**src/logic/tsi_consts.vh**
```
`ifndef TSI_CONSTS_VH
`define TSI_CONSTS_VH
// Fixed upper six bits of the target address
`define TSI_ADDR_FIXED 6'h10
// Bit positions inside the address byte
`define TSI_ADDR_SEL_BIT 1
`define TSI_RW_BIT 0
// Bits per byte before the acknowledge clock
`define TSI_BITS_PER_BYTE 4'h8
// Byte engine states
`define TSI_ST_IDLE 3'h0
`define TSI_ST_ADDR 3'h1
`define TSI_ST_AACK 3'h2
`define TSI_ST_RX 3'h3
`define TSI_ST_RACK 3'h4
`define TSI_ST_TX 3'h5
`define TSI_ST_TACK 3'h6
// System clock rate
`define TSI_SYS_CLK_MHZ 100
// Least hold of the bus-signalled START before its STOP
`define TSI_BUS_INT_HOLD_NS 600
// Least bus-free time before a bus-signalled interrupt
`define TSI_BUS_FREE_NS 1300
// Half period of the internal sample clock, in system clocks
`define TSI_SAMPLE_HALF_DIV 64
`endif

```
**src/logic/tsi_target.v**
```verilog
`timescale 1ns/10ps
// Notes on behaviour
// - SDA only pulled low, else released
// - One bit per SCL pulse, stable high
// - START is SDA fall with SCL high
// - STOP is SDA rise with SCL high
// - Eight bits then one acknowledge clock
// - Acknowledge every received byte when addressed
// - Release SDA after master withholds acknowledge
// - Match fixed 010000 plus select bit
// - Address bit 1 equals select pin level
// - Address LSB chooses write or read
// - Address, command byte, then data bytes
// - Read without command returns sensor state
// - Keep resending sensor state until STOP
// - Leader byte first, follower byte next
// - Leader and follower alternate until STOP
// - Follower answers leader address for direct read
// - Leader drives sample clock, follower uses input
// - Leader samples rising, follower falling edge
// - Follower interrupt ORs own and leader's
// - Follower alone may signal over the bus; the code lets any mode signal when int_over_bus_en is set
// - Sensor state holds eight channel bits
// - Reading sensor state clears pending interrupt
// - Bus interrupt is START then STOP
`include "tsi_consts.vh"
module tsi_target #(
  parameter DATA_W = 8,
  parameter SAMPLE_HALF_DIV = `TSI_SAMPLE_HALF_DIV
) (
  input wire sys_clk,
  input wire reset,
  input wire scl_in,
  input wire sda_in,
  output wire sda_out,
  output reg sda_oe_n,
  output wire scl_out,
  output wire scl_oe_n,
  input wire address_select_pin,
  input wire leader_mode,
  input wire follower_mode,
  input wire int_over_bus_en,
  input wire [7:0] channel_state_bits,
  input wire sensor_event,
  input wire cascade_int_n,
  input wire clk_in,
  output reg clk_out,
  output reg sample_strobe,
  output reg int_n,
  output wire rx_valid,
  input wire rx_ready,
  output wire [DATA_W-1:0] rx_data,
  output wire rx_is_command
);
  // Cycle counts derived from nanosecond figures, least times rounded up
  localparam integer HOLD_CYC =
    (`TSI_BUS_INT_HOLD_NS * `TSI_SYS_CLK_MHZ + 999) / 1000;
  localparam integer FREE_CYC =
    (`TSI_BUS_FREE_NS * `TSI_SYS_CLK_MHZ + 999) / 1000;
  localparam [7:0] HOLD_CNT = HOLD_CYC[7:0];
  localparam [7:0] FREE_CNT = FREE_CYC[7:0];
  localparam integer HALF_CYC = SAMPLE_HALF_DIV - 1;
  localparam [15:0] HALF_CNT = HALF_CYC[15:0];

  // Two-flop synchronisers for every pin input
  reg [1:0] scl_sync;
  reg [1:0] sda_sync;
  reg [1:0] sel_sync;
  reg [1:0] cint_sync;
  reg [1:0] clki_sync;
  reg scl_d; // Previous synchronised SCL
  reg sda_d; // Previous synchronised SDA
  reg clki_d; // Previous synchronised clock input

  always @(posedge sys_clk) begin
    if (reset) begin
      scl_sync <= 2'h3;
      sda_sync <= 2'h3;
      sel_sync <= 2'h0;
      cint_sync <= 2'h3;
      clki_sync <= 2'h0;
      scl_d <= 1'b1;
      sda_d <= 1'b1;
      clki_d <= 1'b0;
    end else begin
      scl_sync <= {scl_sync[0], scl_in};
      sda_sync <= {sda_sync[0], sda_in};
      sel_sync <= {sel_sync[0], address_select_pin};
      cint_sync <= {cint_sync[0], cascade_int_n};
      clki_sync <= {clki_sync[0], clk_in};
      scl_d <= scl_sync[1];
      sda_d <= sda_sync[1];
      clki_d <= clki_sync[1];
    end
  end

  wire scl_s = scl_sync[1];
  wire sda_s = sda_sync[1];
  wire scl_rise = scl_s & ~scl_d;
  wire scl_fall = ~scl_s & scl_d;
  wire start_det = scl_s & scl_d & sda_d & ~sda_s;
  wire stop_det = scl_s & scl_d & ~sda_d & sda_s;
  wire cascade = leader_mode | follower_mode;

  // Byte engine registers
  reg [2:0] state;
  reg [3:0] bit_cnt;
  reg [7:0] shreg;
  reg rw_read; // Direction taken from the address byte
  reg casc_rd; // Alternating cascaded direct read in progress
  reg tx_drive; // This chip owns the current read byte
  reg first_rx; // Next received byte is the command
  reg push_pend; // Received byte waiting for buffer room
  reg master_nack; // Master withheld acknowledge
  reg int_pending; // Own interrupt, cleared by a state read

  // Address decode; follower also takes the leader address for a read
  wire addr_fixed_ok = shreg[7:2] == `TSI_ADDR_FIXED;
  wire addr_own = addr_fixed_ok & (shreg[1] == sel_sync[1]);
  wire addr_casc = addr_fixed_ok & cascade & ~shreg[1] & shreg[0];
  wire byte_done = scl_fall & (bit_cnt == `TSI_BITS_PER_BYTE);
  // Owner of the next read byte: leader first, then alternate
  wire next_drive = (state == `TSI_ST_AACK) ?
    ~(casc_rd & follower_mode) : (casc_rd ? ~tx_drive : 1'b1);

  // Two-entry receive buffer between the bus and the user side
  reg [DATA_W:0] buf_mem [0:1];
  reg buf_wp;
  reg buf_rp;
  reg [1:0] buf_cnt;
  wire buf_in_ready = buf_cnt != 2'h2;
  wire buf_push = (state == `TSI_ST_RACK) & push_pend & buf_in_ready;
  wire buf_pop = rx_valid & rx_ready;
  assign rx_valid = buf_cnt != 2'h0;
  assign rx_data = buf_mem[buf_rp][DATA_W-1:0];
  assign rx_is_command = buf_mem[buf_rp][DATA_W];

  // Buffer pointers and storage
  always @(posedge sys_clk) begin
    if (reset) begin
      buf_wp <= 1'b0;
      buf_rp <= 1'b0;
      buf_cnt <= 2'h0;
    end else begin
      if (buf_push) begin
        buf_mem[buf_wp] <= {first_rx, shreg[DATA_W-1:0]};
        buf_wp <= ~buf_wp;
      end
      if (buf_pop)
        buf_rp <= ~buf_rp;
      if (buf_push & ~buf_pop)
        buf_cnt <= buf_cnt + 2'h1;
      else if (buf_pop & ~buf_push)
        buf_cnt <= buf_cnt - 2'h1;
    end
  end

  // Hold SCL low while a received byte cannot enter the full buffer
  assign scl_out = 1'b0;
  assign scl_oe_n = ~((state == `TSI_ST_RACK) & push_pend & ~buf_in_ready);
  assign sda_out = 1'b0;

  // Bus-signalled interrupt sequencer
  reg bus_int_req;
  reg bi_active;
  reg [7:0] bi_cnt;
  reg [7:0] free_cnt;
  wire bus_free = (free_cnt == FREE_CNT) & (state == `TSI_ST_IDLE);

  // Main byte engine; START and STOP take priority everywhere
  always @(posedge sys_clk) begin
    if (reset) begin
      state <= `TSI_ST_IDLE;
      bit_cnt <= 4'h0;
      shreg <= 8'h00;
      rw_read <= 1'b0;
      casc_rd <= 1'b0;
      tx_drive <= 1'b0;
      first_rx <= 1'b0;
      push_pend <= 1'b0;
      master_nack <= 1'b0;
    end else if (start_det) begin
      state <= `TSI_ST_ADDR; // Repeated START restarts the access
      bit_cnt <= 4'h0;
    end else if (stop_det) begin
      state <= `TSI_ST_IDLE;
    end else begin
      case (state)
        `TSI_ST_ADDR: begin
          if (scl_rise) begin
            shreg <= {shreg[6:0], sda_s}; // Sample while SCL high
            bit_cnt <= bit_cnt + 4'h1;
          end
          if (byte_done) begin
            bit_cnt <= 4'h0;
            rw_read <= shreg[`TSI_RW_BIT];
            casc_rd <= addr_casc;
            first_rx <= 1'b1;
            // Unmatched address is left unacknowledged
            if (addr_own | (follower_mode & addr_casc))
              state <= `TSI_ST_AACK;
            else
              state <= `TSI_ST_IDLE;
          end
        end
        `TSI_ST_AACK: begin
          if (scl_fall) begin
            if (rw_read) begin
              // Direct read loads sensor state at once
              shreg <= channel_state_bits;
              tx_drive <= next_drive;
              state <= `TSI_ST_TX;
            end else begin
              state <= `TSI_ST_RX;
            end
          end
        end
        `TSI_ST_RX: begin
          if (scl_rise) begin
            shreg <= {shreg[6:0], sda_s};
            bit_cnt <= bit_cnt + 4'h1;
          end
          if (byte_done) begin
            bit_cnt <= 4'h0;
            push_pend <= 1'b1;
            state <= `TSI_ST_RACK;
          end
        end
        `TSI_ST_RACK: begin
          if (buf_push) begin
            push_pend <= 1'b0;
            first_rx <= 1'b0; // Later bytes are data
          end
          if (scl_fall)
            state <= `TSI_ST_RX;
        end
        `TSI_ST_TX: begin
          if (scl_rise)
            bit_cnt <= bit_cnt + 4'h1;
          if (scl_fall & (bit_cnt != `TSI_BITS_PER_BYTE))
            shreg <= {shreg[6:0], 1'b0};
          if (byte_done) begin
            bit_cnt <= 4'h0;
            state <= `TSI_ST_TACK;
          end
        end
        `TSI_ST_TACK: begin
          if (scl_rise)
            master_nack <= sda_s;
          if (scl_fall) begin
            if (master_nack) begin
              state <= `TSI_ST_IDLE; // Line stays released
            end else begin
              shreg <= channel_state_bits; // Resend current state
              tx_drive <= next_drive;
              state <= `TSI_ST_TX;
            end
          end
        end
        default: begin
          bit_cnt <= 4'h0;
          push_pend <= 1'b0;
        end
      endcase
    end
  end

  // SDA drive: acks, owned read bits and the bus interrupt pulse
  always @(posedge sys_clk) begin
    if (reset)
      sda_oe_n <= 1'b1;
    else if (bi_active)
      sda_oe_n <= 1'b0;
    else if ((state == `TSI_ST_AACK) | (state == `TSI_ST_RACK))
      sda_oe_n <= 1'b0; // Held through the ack high phase
    else if ((state == `TSI_ST_TX) & tx_drive)
      sda_oe_n <= shreg[7]; // Last bit held through its high phase
    else
      sda_oe_n <= 1'b1;
  end

  // Interrupt pending: a new event wins over a clearing read
  wire state_read = scl_fall & rw_read & next_drive &
    (((state == `TSI_ST_TACK) & ~master_nack) | (state == `TSI_ST_AACK));
  always @(posedge sys_clk) begin
    if (reset) begin
      int_pending <= 1'b0;
      int_n <= 1'b1;
    end else begin
      if (sensor_event)
        int_pending <= 1'b1;
      else if (state_read)
        int_pending <= 1'b0;
      // Follower merges the leader interrupt from the cascade input
      int_n <= ~(int_pending | (follower_mode & ~cint_sync[1]));
    end
  end

  // Bus interrupt: follower also relays the leader's interrupt
  wire bus_event = sensor_event | (follower_mode & ~cint_sync[1] & ~int_n);
  always @(posedge sys_clk) begin
    if (reset) begin
      bus_int_req <= 1'b0;
      bi_active <= 1'b0;
      bi_cnt <= 8'h00;
      free_cnt <= 8'h00;
    end else begin
      // Count idle time with both lines high
      if (~(scl_s & sda_s) | bi_active)
        free_cnt <= 8'h00;
      else if (free_cnt != FREE_CNT)
        free_cnt <= free_cnt + 8'h01;
      if (int_over_bus_en & bus_event & ~bus_int_req)
        bus_int_req <= 1'b1;
      else if (bi_active & (bi_cnt == HOLD_CNT))
        bus_int_req <= 1'b0;
      // Pull SDA low (START), hold, then release (STOP)
      if (bus_int_req & bus_free & ~bi_active) begin
        bi_active <= 1'b1;
        bi_cnt <= 8'h00;
      end else if (bi_active) begin
        if (bi_cnt == HOLD_CNT)
          bi_active <= 1'b0;
        else
          bi_cnt <= bi_cnt + 8'h01;
      end
    end
  end

  // Sample clock: leader divides and drives it, follower follows input
  reg [15:0] div_cnt;
  reg int_clk;
  always @(posedge sys_clk) begin
    if (reset) begin
      div_cnt <= 16'h0000;
      int_clk <= 1'b0;
      clk_out <= 1'b0;
      sample_strobe <= 1'b0;
    end else begin
      if (div_cnt == HALF_CNT) begin
        div_cnt <= 16'h0000;
        int_clk <= ~int_clk;
      end else begin
        div_cnt <= div_cnt + 16'h0001;
      end
      clk_out <= leader_mode & int_clk;
      if (follower_mode)
        sample_strobe <= ~clki_sync[1] & clki_d; // Inverted input
      else
        sample_strobe <= (div_cnt == HALF_CNT) & ~int_clk;
    end
  end
endmodule

```
**config.mk**
```make
export PLATFORM = sky130hd
export DESIGN_NAME = tsi_target
export DESIGN_NICKNAME = d
export VERILOG_FILES = /design/src/logic/tsi_target.v
export VERILOG_INCLUDE_DIRS = /design/src /design/src/logic
export SDC_FILE = /design/constraint.sdc
export NUM_CORES = 1
export LEC_CHECK = 0
export BUFFER_PORTS_ARGS = -buffer_cell sky130_fd_sc_hd__buf_4
export CORE_MARGIN = 5
export CORE_UTILIZATION = 25
export DETAILED_ROUTE_END_ITERATION = 10
export HOLD_SLACK_MARGIN = 0.1
export SLEW_MARGIN = 30
export SYNTH_ARGS = -nofsm -noshare
export SYNTH_HDL_FRONTEND = slang
export SYNTH_SLANG_ARGS = --single-unit
```
**constraint.sdc**
```tcl
create_clock -name sys_clk -period 3 [get_ports sys_clk]
set_input_delay 0.9 -clock sys_clk [delete_from_list [all_inputs] [get_ports sys_clk]]
set_output_delay 0.9 -clock sys_clk [all_outputs]
set_load 0.01 [all_outputs]
```
### Word-level counts from Yosys, hierarchy flattened

Memory sizes are Yosys's and may differ from the RTL's. A register that Yosys moved wholly into a read port is not among the register bits.
Cells that the tools add are included.

| operators by class | value |
|---|---|
| add/sub/neg operators | 6 |
| equality and inequality tests | 33 |
| muxes and demuxes | 51 |
| bitwise operators | 72 |
| reductions and logical operators | 29 |

Operator list:

| kind | number |
|---|---|
| 2-to-1 mux 8 bit | 6 |
| AND 1 bit | 38 |
| case mux 8 bit (4 select lines) | 1 |
| inequality test 4 bit (second input constant) | 7 |
| NOT 1 bit | 27 |
| 2-to-1 mux 1 bit | 26 |
| 2-to-1 mux 3 bit | 8 |
| inequality test 2 bit (second input constant) | 11 |
| AND reduction 7 bit | 3 |
| case mux 3 bit (6 select lines) | 1 |
| adder 16 x 1 -> 16 bit (second input constant) | 1 |
| adder 8 x 1 -> 8 bit (second input constant) | 2 |
| equality test 16 x 6 -> 1 bit (second input constant) | 1 |
| nonzero test 2 bit | 6 |
| AND reduction 5 bit | 2 |
| OR reduction 2 bit | 5 |
| equality test 3 bit (second input constant) | 3 |
| AND reduction 9 bit | 1 |
| OR reduction 3 bit | 3 |
| equality test 8 x 6 -> 1 bit (second input constant) | 1 |
| equality test 8 bit (second input constant) | 1 |
| 2-to-1 mux 4 bit | 2 |
| inequality test 8 bit (second input constant) | 1 |
| case mux 4 bit (2 select lines) | 1 |
| other kinds (22) | 33 |

| storage, ports and cells | value |
|---|---|
| register bits | 78 |
| bits in writable memories | 18 |
| input port bits | 20 |
| word-level logic and storage cells | 224 |
| memories kept | 1 |

Memory list:

| memory | words | width | read ports | clocked after Yosys merged registers in | wr ports | RTL line | RTL |
|---|---|---|---|---|---|---|---|
| buf_mem | 2 | 9 | 1 | 1 | 1 | tsi_target.v:127 | `reg [DATA_W:0] buf_mem [0:1];` |

### Logic depth before layout (Yosys ltp)

Gate-level depths: netlist of run 1.

| logic depth | value |
|---|---|
| depth in word-level cells | 11 |
| depth in mapped cells | 8 |
| depth with buffers taken out | 7 |

### Worst setup path after synthesis of run 1

No wires, ideal clock.

| timing | value |
|---|---|
| kind | input -> register |
| from | input reset |
| to | memory buf_mem[1][0] (netlist bit) (enable) |
| arrival | 2.076 ns |
| required time | 2.611 ns |
| path slack | 0.535 ns |
| cell stages on the path | 3 |
| buffers on the path | 2 |
| path through | clkbuf_1 clkbuf_1 nor3b_1 |

| between the ends | value |
|---|---|
| cells in the longest elaborated chain, start to end | 2 |

RTL lines:

| item | RTL line | RTL |
|---|---|---|
| start: declaration | tsi_target.v:32 | `input wire reset,` |
| 2-to-1 mux 1 bit | tsi_target.v:140 | `if (reset) begin` |
| 2-to-1 mux 1 bit (not written as such) | tsi_target.v:146 | `buf_mem[buf_wp] <= {first_rx, shreg[DATA_W-1:0]};` |
| end: declaration | tsi_target.v:127 |  |

Every way passes these cells.

### Worst setup path in the final report of run 1

| timing | value |
|---|---|
| from | register state[2] |
| to | output scl_oe_n |

| between the ends | value |
|---|---|
| cells in the longest elaborated chain, start to end | 4 |

RTL lines:

| item | RTL line | RTL |
|---|---|---|
| start: declaration | tsi_target.v:106 | `reg [2:0] state;` |
| start signal: assignment | tsi_target.v:173 | `` state <= `TSI_ST_IDLE; `` |
| start signal: assignment | tsi_target.v:183 | `` state <= `TSI_ST_ADDR; `` |
| start signal: assignment | tsi_target.v:186 | `` state <= `TSI_ST_IDLE; `` |
| equality test 3 bit | n/a |  |
| AND 1 bit (2 in a row) | tsi_target.v:160 | `` assign scl_oe_n = ~((state == `TSI_ST_RACK) & push_pend & ~buf_in_ready); `` |
| NOT 1 bit | tsi_target.v:160 |  |
| end: declaration | tsi_target.v:38 | `output wire scl_oe_n,` |

Every way passes these cells.

==> flow_metrics.py, run 1 <==
metrics = {
    "outcome": {
        "status": "finished, final reports clean",
    },
    "floorplan": {
        "row_count": 47,
        "die_height_um": 141,
        "ioPinCount": 37,
        "die_x_um": 141,
        "initial_core_util_pct": 25.6,
        "core_mm2": 0.0167,
        "die_area_mm2": 0.0198,
    },
    "power": {
        "p_total_w": 0.00253,
        "ir_drop_mv": 0.270,
        "p_leak_nw": 1.85,
        "power.internal_w": 0.00195,
        "power.share.clock_pct": 42.5,
        "swShare_pct": 22.8,
        "power_frac_comb_pct": 3.8,
        "powerDensity_mw_per_mm2": 505,
        "power_frac_seq_pct": 53.7,
        "p_sw_w": 0.000576,
    },
    "sta": {
        "finalSetupTns_ns": 0,
        "setup_violations": 0,
        "max_freq_mhz": 396,
        "rsz0062_at_grt": "false",
        "worst_pin_slew_ns": 0.834,
        "slew_viol_final": 0,
        "final.period_utilization_pct": 84.1,
        "fin_skew_ns": 0.00696,
        "final_hold_viol_count": 0,
        "layout_setup_ws_ns": 0.478,
        "worst_slew_margin_rel_pct": 44.3,
        "finalCriticalPeriod_ns": 2.52,
    },
    "clock_tree": {
        "hold_buffers": 0,
        "clkTransAtPathRegs_ns": 0.07,
        "cts_sinks": 97,
        "clockRootBuffer": "clkbuf_16",
        "cts_buffer_depth": 2,
        "h-tree-depth": 3,
        "post-cts-setup-buffers": 0,
        "cts_resized": 0,
        "cts_tree": "yes",
        "cts_inserted_buffers": 9,
        "worstSkewPairLatency_ns": 0.35,
    },
    "cells_and_area": {
        "drive_gt1_share_pct": 17.3,
        "diodes": 0,
        "seq_area_mm2": 0.00212,
        "layout_common_cells": "dfxtp_1 (79), nor2_1 (74), buf_4 (38)",
        "area_growth_pct": 17.1,
        "fill_cells": 1725,
        "multi_input_area_mm2": 0.00201,
        "final_common_cell": "dfxtp_1",
        "fin_nets": 504,
    },
    "routing": {
        "drt-initial-drc-count": 279,
        "met3_length_um": 405,
        "drt-total-wl_mm": 8.45,
        "drc_errors": 0,
        "met2RoutedLength_mm": 4.02,
        "antenna_left": 0,
        "wl_per_cell_um": 12.1,
        "dr.pass1.iters": 4,
        "vias_per_cell": 4.48,
        "routed.top_layer": "met4",
        "via_count": 3138,
        "wl_met1_mm": 3.88,
    },
    "global_routing": {
        "antenna_found_initial": 0,
        "grt_pass1_wl_mm": 14.5,
        "grt_max_degree": 36,
        "gr-total-overflow": 0,
        "first_global_vias": 3043,
        "grtUsageTotal_pct": 8.97,
    },
    "place": {
        "place_ws_ns": 0.831,
        "io_buffer_count": 34,
        "dp_hpwl_mm": 6.01,
        "place_congestion": 0.776,
    },
    "logic_synthesis": {
        "synthDistinctLibCells": 55,
        "netlist_instances": 447,
        "synth-edff-count": 18,
        "yosysSeqAreaShare_pct": 49.6,
        "syn_area_mm2": 0.00428,
        "syn_avg_cell_area_um2": 9.57,
        "ys_ff_latch": 97,
        "synthFlopType": "dfxtp_1",
        "yosys_warnings": 0,
        "synth_async_sr_flop_share_pct": 0,
    },
    "worst_setup_path": {
        "critPathLaunchType": "register",
        "crit_path_end_kind": "output port",
        "cp.required_ns": 2.10,
        "cp.arrival_ns": 1.62,
        "setup.worst_path.class": "reg -> out",
        "cp_max_fo": 21,
        "r2r_cells": 6,
    },
    "min_path": {
        "min_path_type": "reg -> reg",
        "min_path_cells": 1,
    },
    "job": {
        "max-cap-violations": 0,
    },
}
cell usage after synthesis (11+ instances only):
library cell / number / area, um2
or2_2: 11 / 68.8
xnor2_1: 17 / 149
xor2_1: 18 / 158
a21oi_1: 15 / 75.1
nor2_1: 74 / 278
edfxtp_1: 18 / 541
nand2_1: 22 / 82.6
nand3_1: 27 / 135
dfxtp_1: 79 / 1580
mux2_2: 11 / 124
clkbuf_1: 12 / 45.0
inv_1: 13 / 48.8
nor2b_1: 13 / 81.3
stage by stage:
stage	instance area (um2)	hold slack (ns)	utilization, %	std cells
4_1_cts	5010	0.423	30.0	701
6_report	5010	0.414	30.0	701
3_5_place_dp	4740	0.407	28.4	685
2_1_floorplan	4280	0.389	-	448
3_3_place_gp	4740	0.411	28.4	685
5_1_grt	5010	0.431	30.0	701
cell families (layout without fill, tap and decap cells):
group                      after synthesis  in the layout  synth area share, %
AOI/OAI and AO/OA                       55             55                 9.39
xor gates and xnor gates                35             35                 7.17
adders and majority gates                8              8                 2.34
buffers and inverters                   34             67                 3.60
DFF                                     97             97                 49.6
muxes                                   16             16                 4.07
other                                    1              2               0.0877
and+or+nand+nor                        201            201                 23.7
worst max-delay path, stage by stage (launching register included):
cell	delay, ns
dfxtp_1	0.72
nor3b_1	0.27
nand3_1	0.12
buf_4	0.16
area by class of cell:
| cell class | instances | share of cell area (%) |
|---|---|---|
| Sequential cell | 97 | 42.4 |
| Clock inverter | 5 | 0.774 |
| Inverter | 13 | 0.974 |
| Tap cell | 220 | 5.50 |
| Timing Repair Buffer | 38 | 5.70 |
| Multi-Input combinational cell | 317 | 40.0 |
| Clock buffer | 11 | 4.65 |
routing by layer:
layer	global-route usage, %	up-vias
li1	-	1601
met1	11.3	1466
met2	14.6	61
met3	2.68	10
met4	3.21	0
met5	0	-
worst paths after layout:
check                   start     endpoint  slack [ns]
setup / recovery     state[2]     scl_oe_n        0.48
hold / removal    scl_sync[0]  scl_sync[1]        0.41
setup reg to reg     state[2]     shreg[4]        0.78
hold reg to reg   scl_sync[0]  scl_sync[1]        0.41
state kept, by name, indices dropped and copies added, names as in the netlist, 2 cells and up, named ones only:
name	count
clki_sync	2
bit_cnt	4
buf_cnt	2
buf_mem	18
cint_sync	2
bi_cnt	8
free_cnt	8
shreg	8
scl_sync	2
div_cnt	16
sel_sync	2
sda_sync	2
state	3
power by group through the flow:
| stage | Clock, W | Sequential (W) | Combinational [W] |
|---|---|---|---|
| after floorplan | 0 | 0.00138 | 0.0000664 |
| after global placement | 0 | 0.00139 | 0.0000958 |
| after detailed placement | 0 | 0.00139 | 0.0000966 |
| after CTS | 0.00111 | 0.00136 | 0.0000974 |
| after global routing | 0.00116 | 0.00136 | 0.000109 |
| final | 0.00107 | 0.00136 | 0.0000958 |
Note: power is estimated with default switching activity, not from simulation.
==> run 2: changes to the inputs <==
clock period = 2.1 ns   (was 3 ns; I/O delays follow)
==> run 2 against run 1 <==
- register-to-register slack lost 0.63 ns
- sequential cell count is the same
- critical path depth grew 1
- total power grew 50%
- core utilization grew 1.0 points
- die area is the same
- combinational power grew 59%
- largest cell class unchanged
==> flow_metrics.py, run 2 (same netlist as run 1, synthesis figures left out) <==
metrics = {
    "clock_tree": {
        "cts_buffer_depth": 2,
        "clkTransAtPathRegs_ns": 0.07,
        "h-tree-depth": 3,
        "worstSkewPairLatency_ns": 0.35,
        "hold_buffers": 0,
        "cts_sinks": 97,
        "clockRootBuffer": "clkbuf_16",
        "cts_tree": "yes",
        "cts_inserted_buffers": 9,
    },
    "cells_and_area": {
        "top_regs": "buf_mem (18), div_cnt (16)",
        "final_common_cell": "dfxtp_1",
        "area_growth_pct": 21.0,
        "top_register": "buf_mem",
        "diodes": 0,
        "layout_common_cells": "dfxtp_1 (77), nor2_1 (74), buf_4 (50)",
        "fin_nets": 516,
        "largest_reg_flops": 18,
        "fill_cells": 1762,
        "fin_cells": 713,
        "final_util_pct": 31.0,
        "drive_gt1_share_pct": 21.1,
    },
    "outcome": {
        "status": "finished, final reports clean",
    },
    "worst_setup_path": {
        "critPathLaunchType": "register",
        "crit_path_end_kind": "output port",
        "cp.required_ns": 1.47,
        "cp_max_fo": 14,
        "cp.arrival_ns": 1.33,
        "cp_slowest_cell": "dfxtp_2",
        "cp_num_buf_inv": 2,
        "path_cells": "buf_4, nor3b_2, nand3_1, buf_4",
        "cpLargestDelayFamily": "flip-flops",
        "setup.worst_path.class": "reg -> out",
        "slowest_delay_ns": 0.36,
        "crit_path_frequent_cell": "buf_4",
    },
    "global_routing": {
        "grtUsageTotal_pct": 9.23,
        "grt_max_degree": 33,
        "first_global_vias": 3157,
        "grt_pass1_wl_mm": 15.0,
        "antenna_found_initial": 0,
        "gr-total-overflow": 0,
    },
    "floorplan": {
        "die_height_um": 141,
        "core_mm2": 0.0167,
        "die_x_um": 141,
        "row_count": 47,
        "die_area_mm2": 0.0198,
        "ioPinCount": 37,
        "initial_core_util_pct": 25.6,
    },
    "routing": {
        "drt-initial-drc-count": 208,
        "via_count": 3214,
        "antenna_left": 0,
        "dr.pass1.iters": 4,
        "wl_per_cell_um": 12.5,
        "drc_errors": 0,
        "drt-total-wl_mm": 8.89,
        "vias_per_cell": 4.51,
    },
    "sta": {
        "setup_violations": 0,
        "final.period_utilization_pct": 93.3,
        "fin_skew_ns": 0.00916,
        "finalCriticalPeriod_ns": 1.96,
        "slew_viol_final": 0,
        "max_freq_mhz": 511,
        "rsz0062_at_grt": "false",
        "final_hold_viol_count": 0,
        "whs_ns": 0.409,
        "finalSetupTns_ns": 0,
    },
    "place": {
        "dp_hpwl_mm": 6.54,
        "post-place-cells": 697,
        "io_buffer_count": 34,
        "place_congestion": 0.760,
    },
    "job": {
        "max-cap-violations": 0,
    },
    "power": {
        "powerDensity_mw_per_mm2": 733,
        "p_total_w": 0.00380,
        "ir_drop_mv": 0.353,
        "p_leak_nw": 1.95,
    },
    "min_path": {
        "min_path_type": "reg -> reg",
    },
}
## run 2: cell count changes in the layout (fill, tap and decap cells not counted), sizes merged
| cell | change |
|---|---|
| buf | +12 |
| clkinv | +1 |
| clkinvlp | -1 |
## run 2: worst paths after layout
| kind | depth (start not counted) | end | slack, ns | startpoint |
|---|---|---|---|---|
| worst max-delay path | 4 | scl_oe_n | 0.14 | state[1] |
| worst min-delay path | 1 | sda_sync[1] | 0.41 | sda_sync[0] |
| worst max register to register | 7 | bit_cnt[1] | 0.15 | bit_cnt[0] |
| worst min register to register | 1 | sda_sync[1] | 0.41 | sda_sync[0] |
## run 2: where the power goes
part           total [W]  switching (W)  internal, W
registers        0.00194      0.0000261      0.00191
logic           0.000152      0.0000816    0.0000708
clock network    0.00171       0.000766     0.000939
total            0.00380       0.000874      0.00292
## run 2: per-layer routing
metal	global-route usage (%)	wire, um	up-vias
met5	0	0	-
met4	2.75	102	0
met3	3.32	399	10
met2	15.1	4150	47
met1	11.5	4240	1533
li1	-	-	1624
## run 2: layout make-up
type                            count  area [um2]  area share (%)
Inverter                           13        48.8           0.942
Timing Repair Buffer               50         375            7.25
Clock buffer                       11         264            5.10
Sequential cell                    97        2120            41.0
Tap cell                          220         275            5.32
Multi-Input combinational cell    317        2030            39.3
Clock inverter                      5        55.1            1.06
## run 2: what timing repair did
action / in CTS / in global routing
resized for setup: 1 / 5
hold endpoints to repair: 0 / 0
setup buffers: 0 / 0
endpoints found under the setup margin: 1 / 11
## run 2: worst register-to-register path: stages (launching register included)
cell      delay (ns)
dfxtp_1         0.35
inv_1           0.08
ha_1            0.14
nand3b_1        0.11
or3b_4          0.44
a311oi_2        0.28
mux2_2          0.37
nor3_2          0.10
## run 2: stage by stage
stage	area (um2)	setup slack [ns]
after floorplan	4290	0.189
after CTS	5160	0.000278
after global routing	5180	0.0462
after detailed placement	4840	-0.0469
final	5180	0.141
after global placement	4840	0.0825
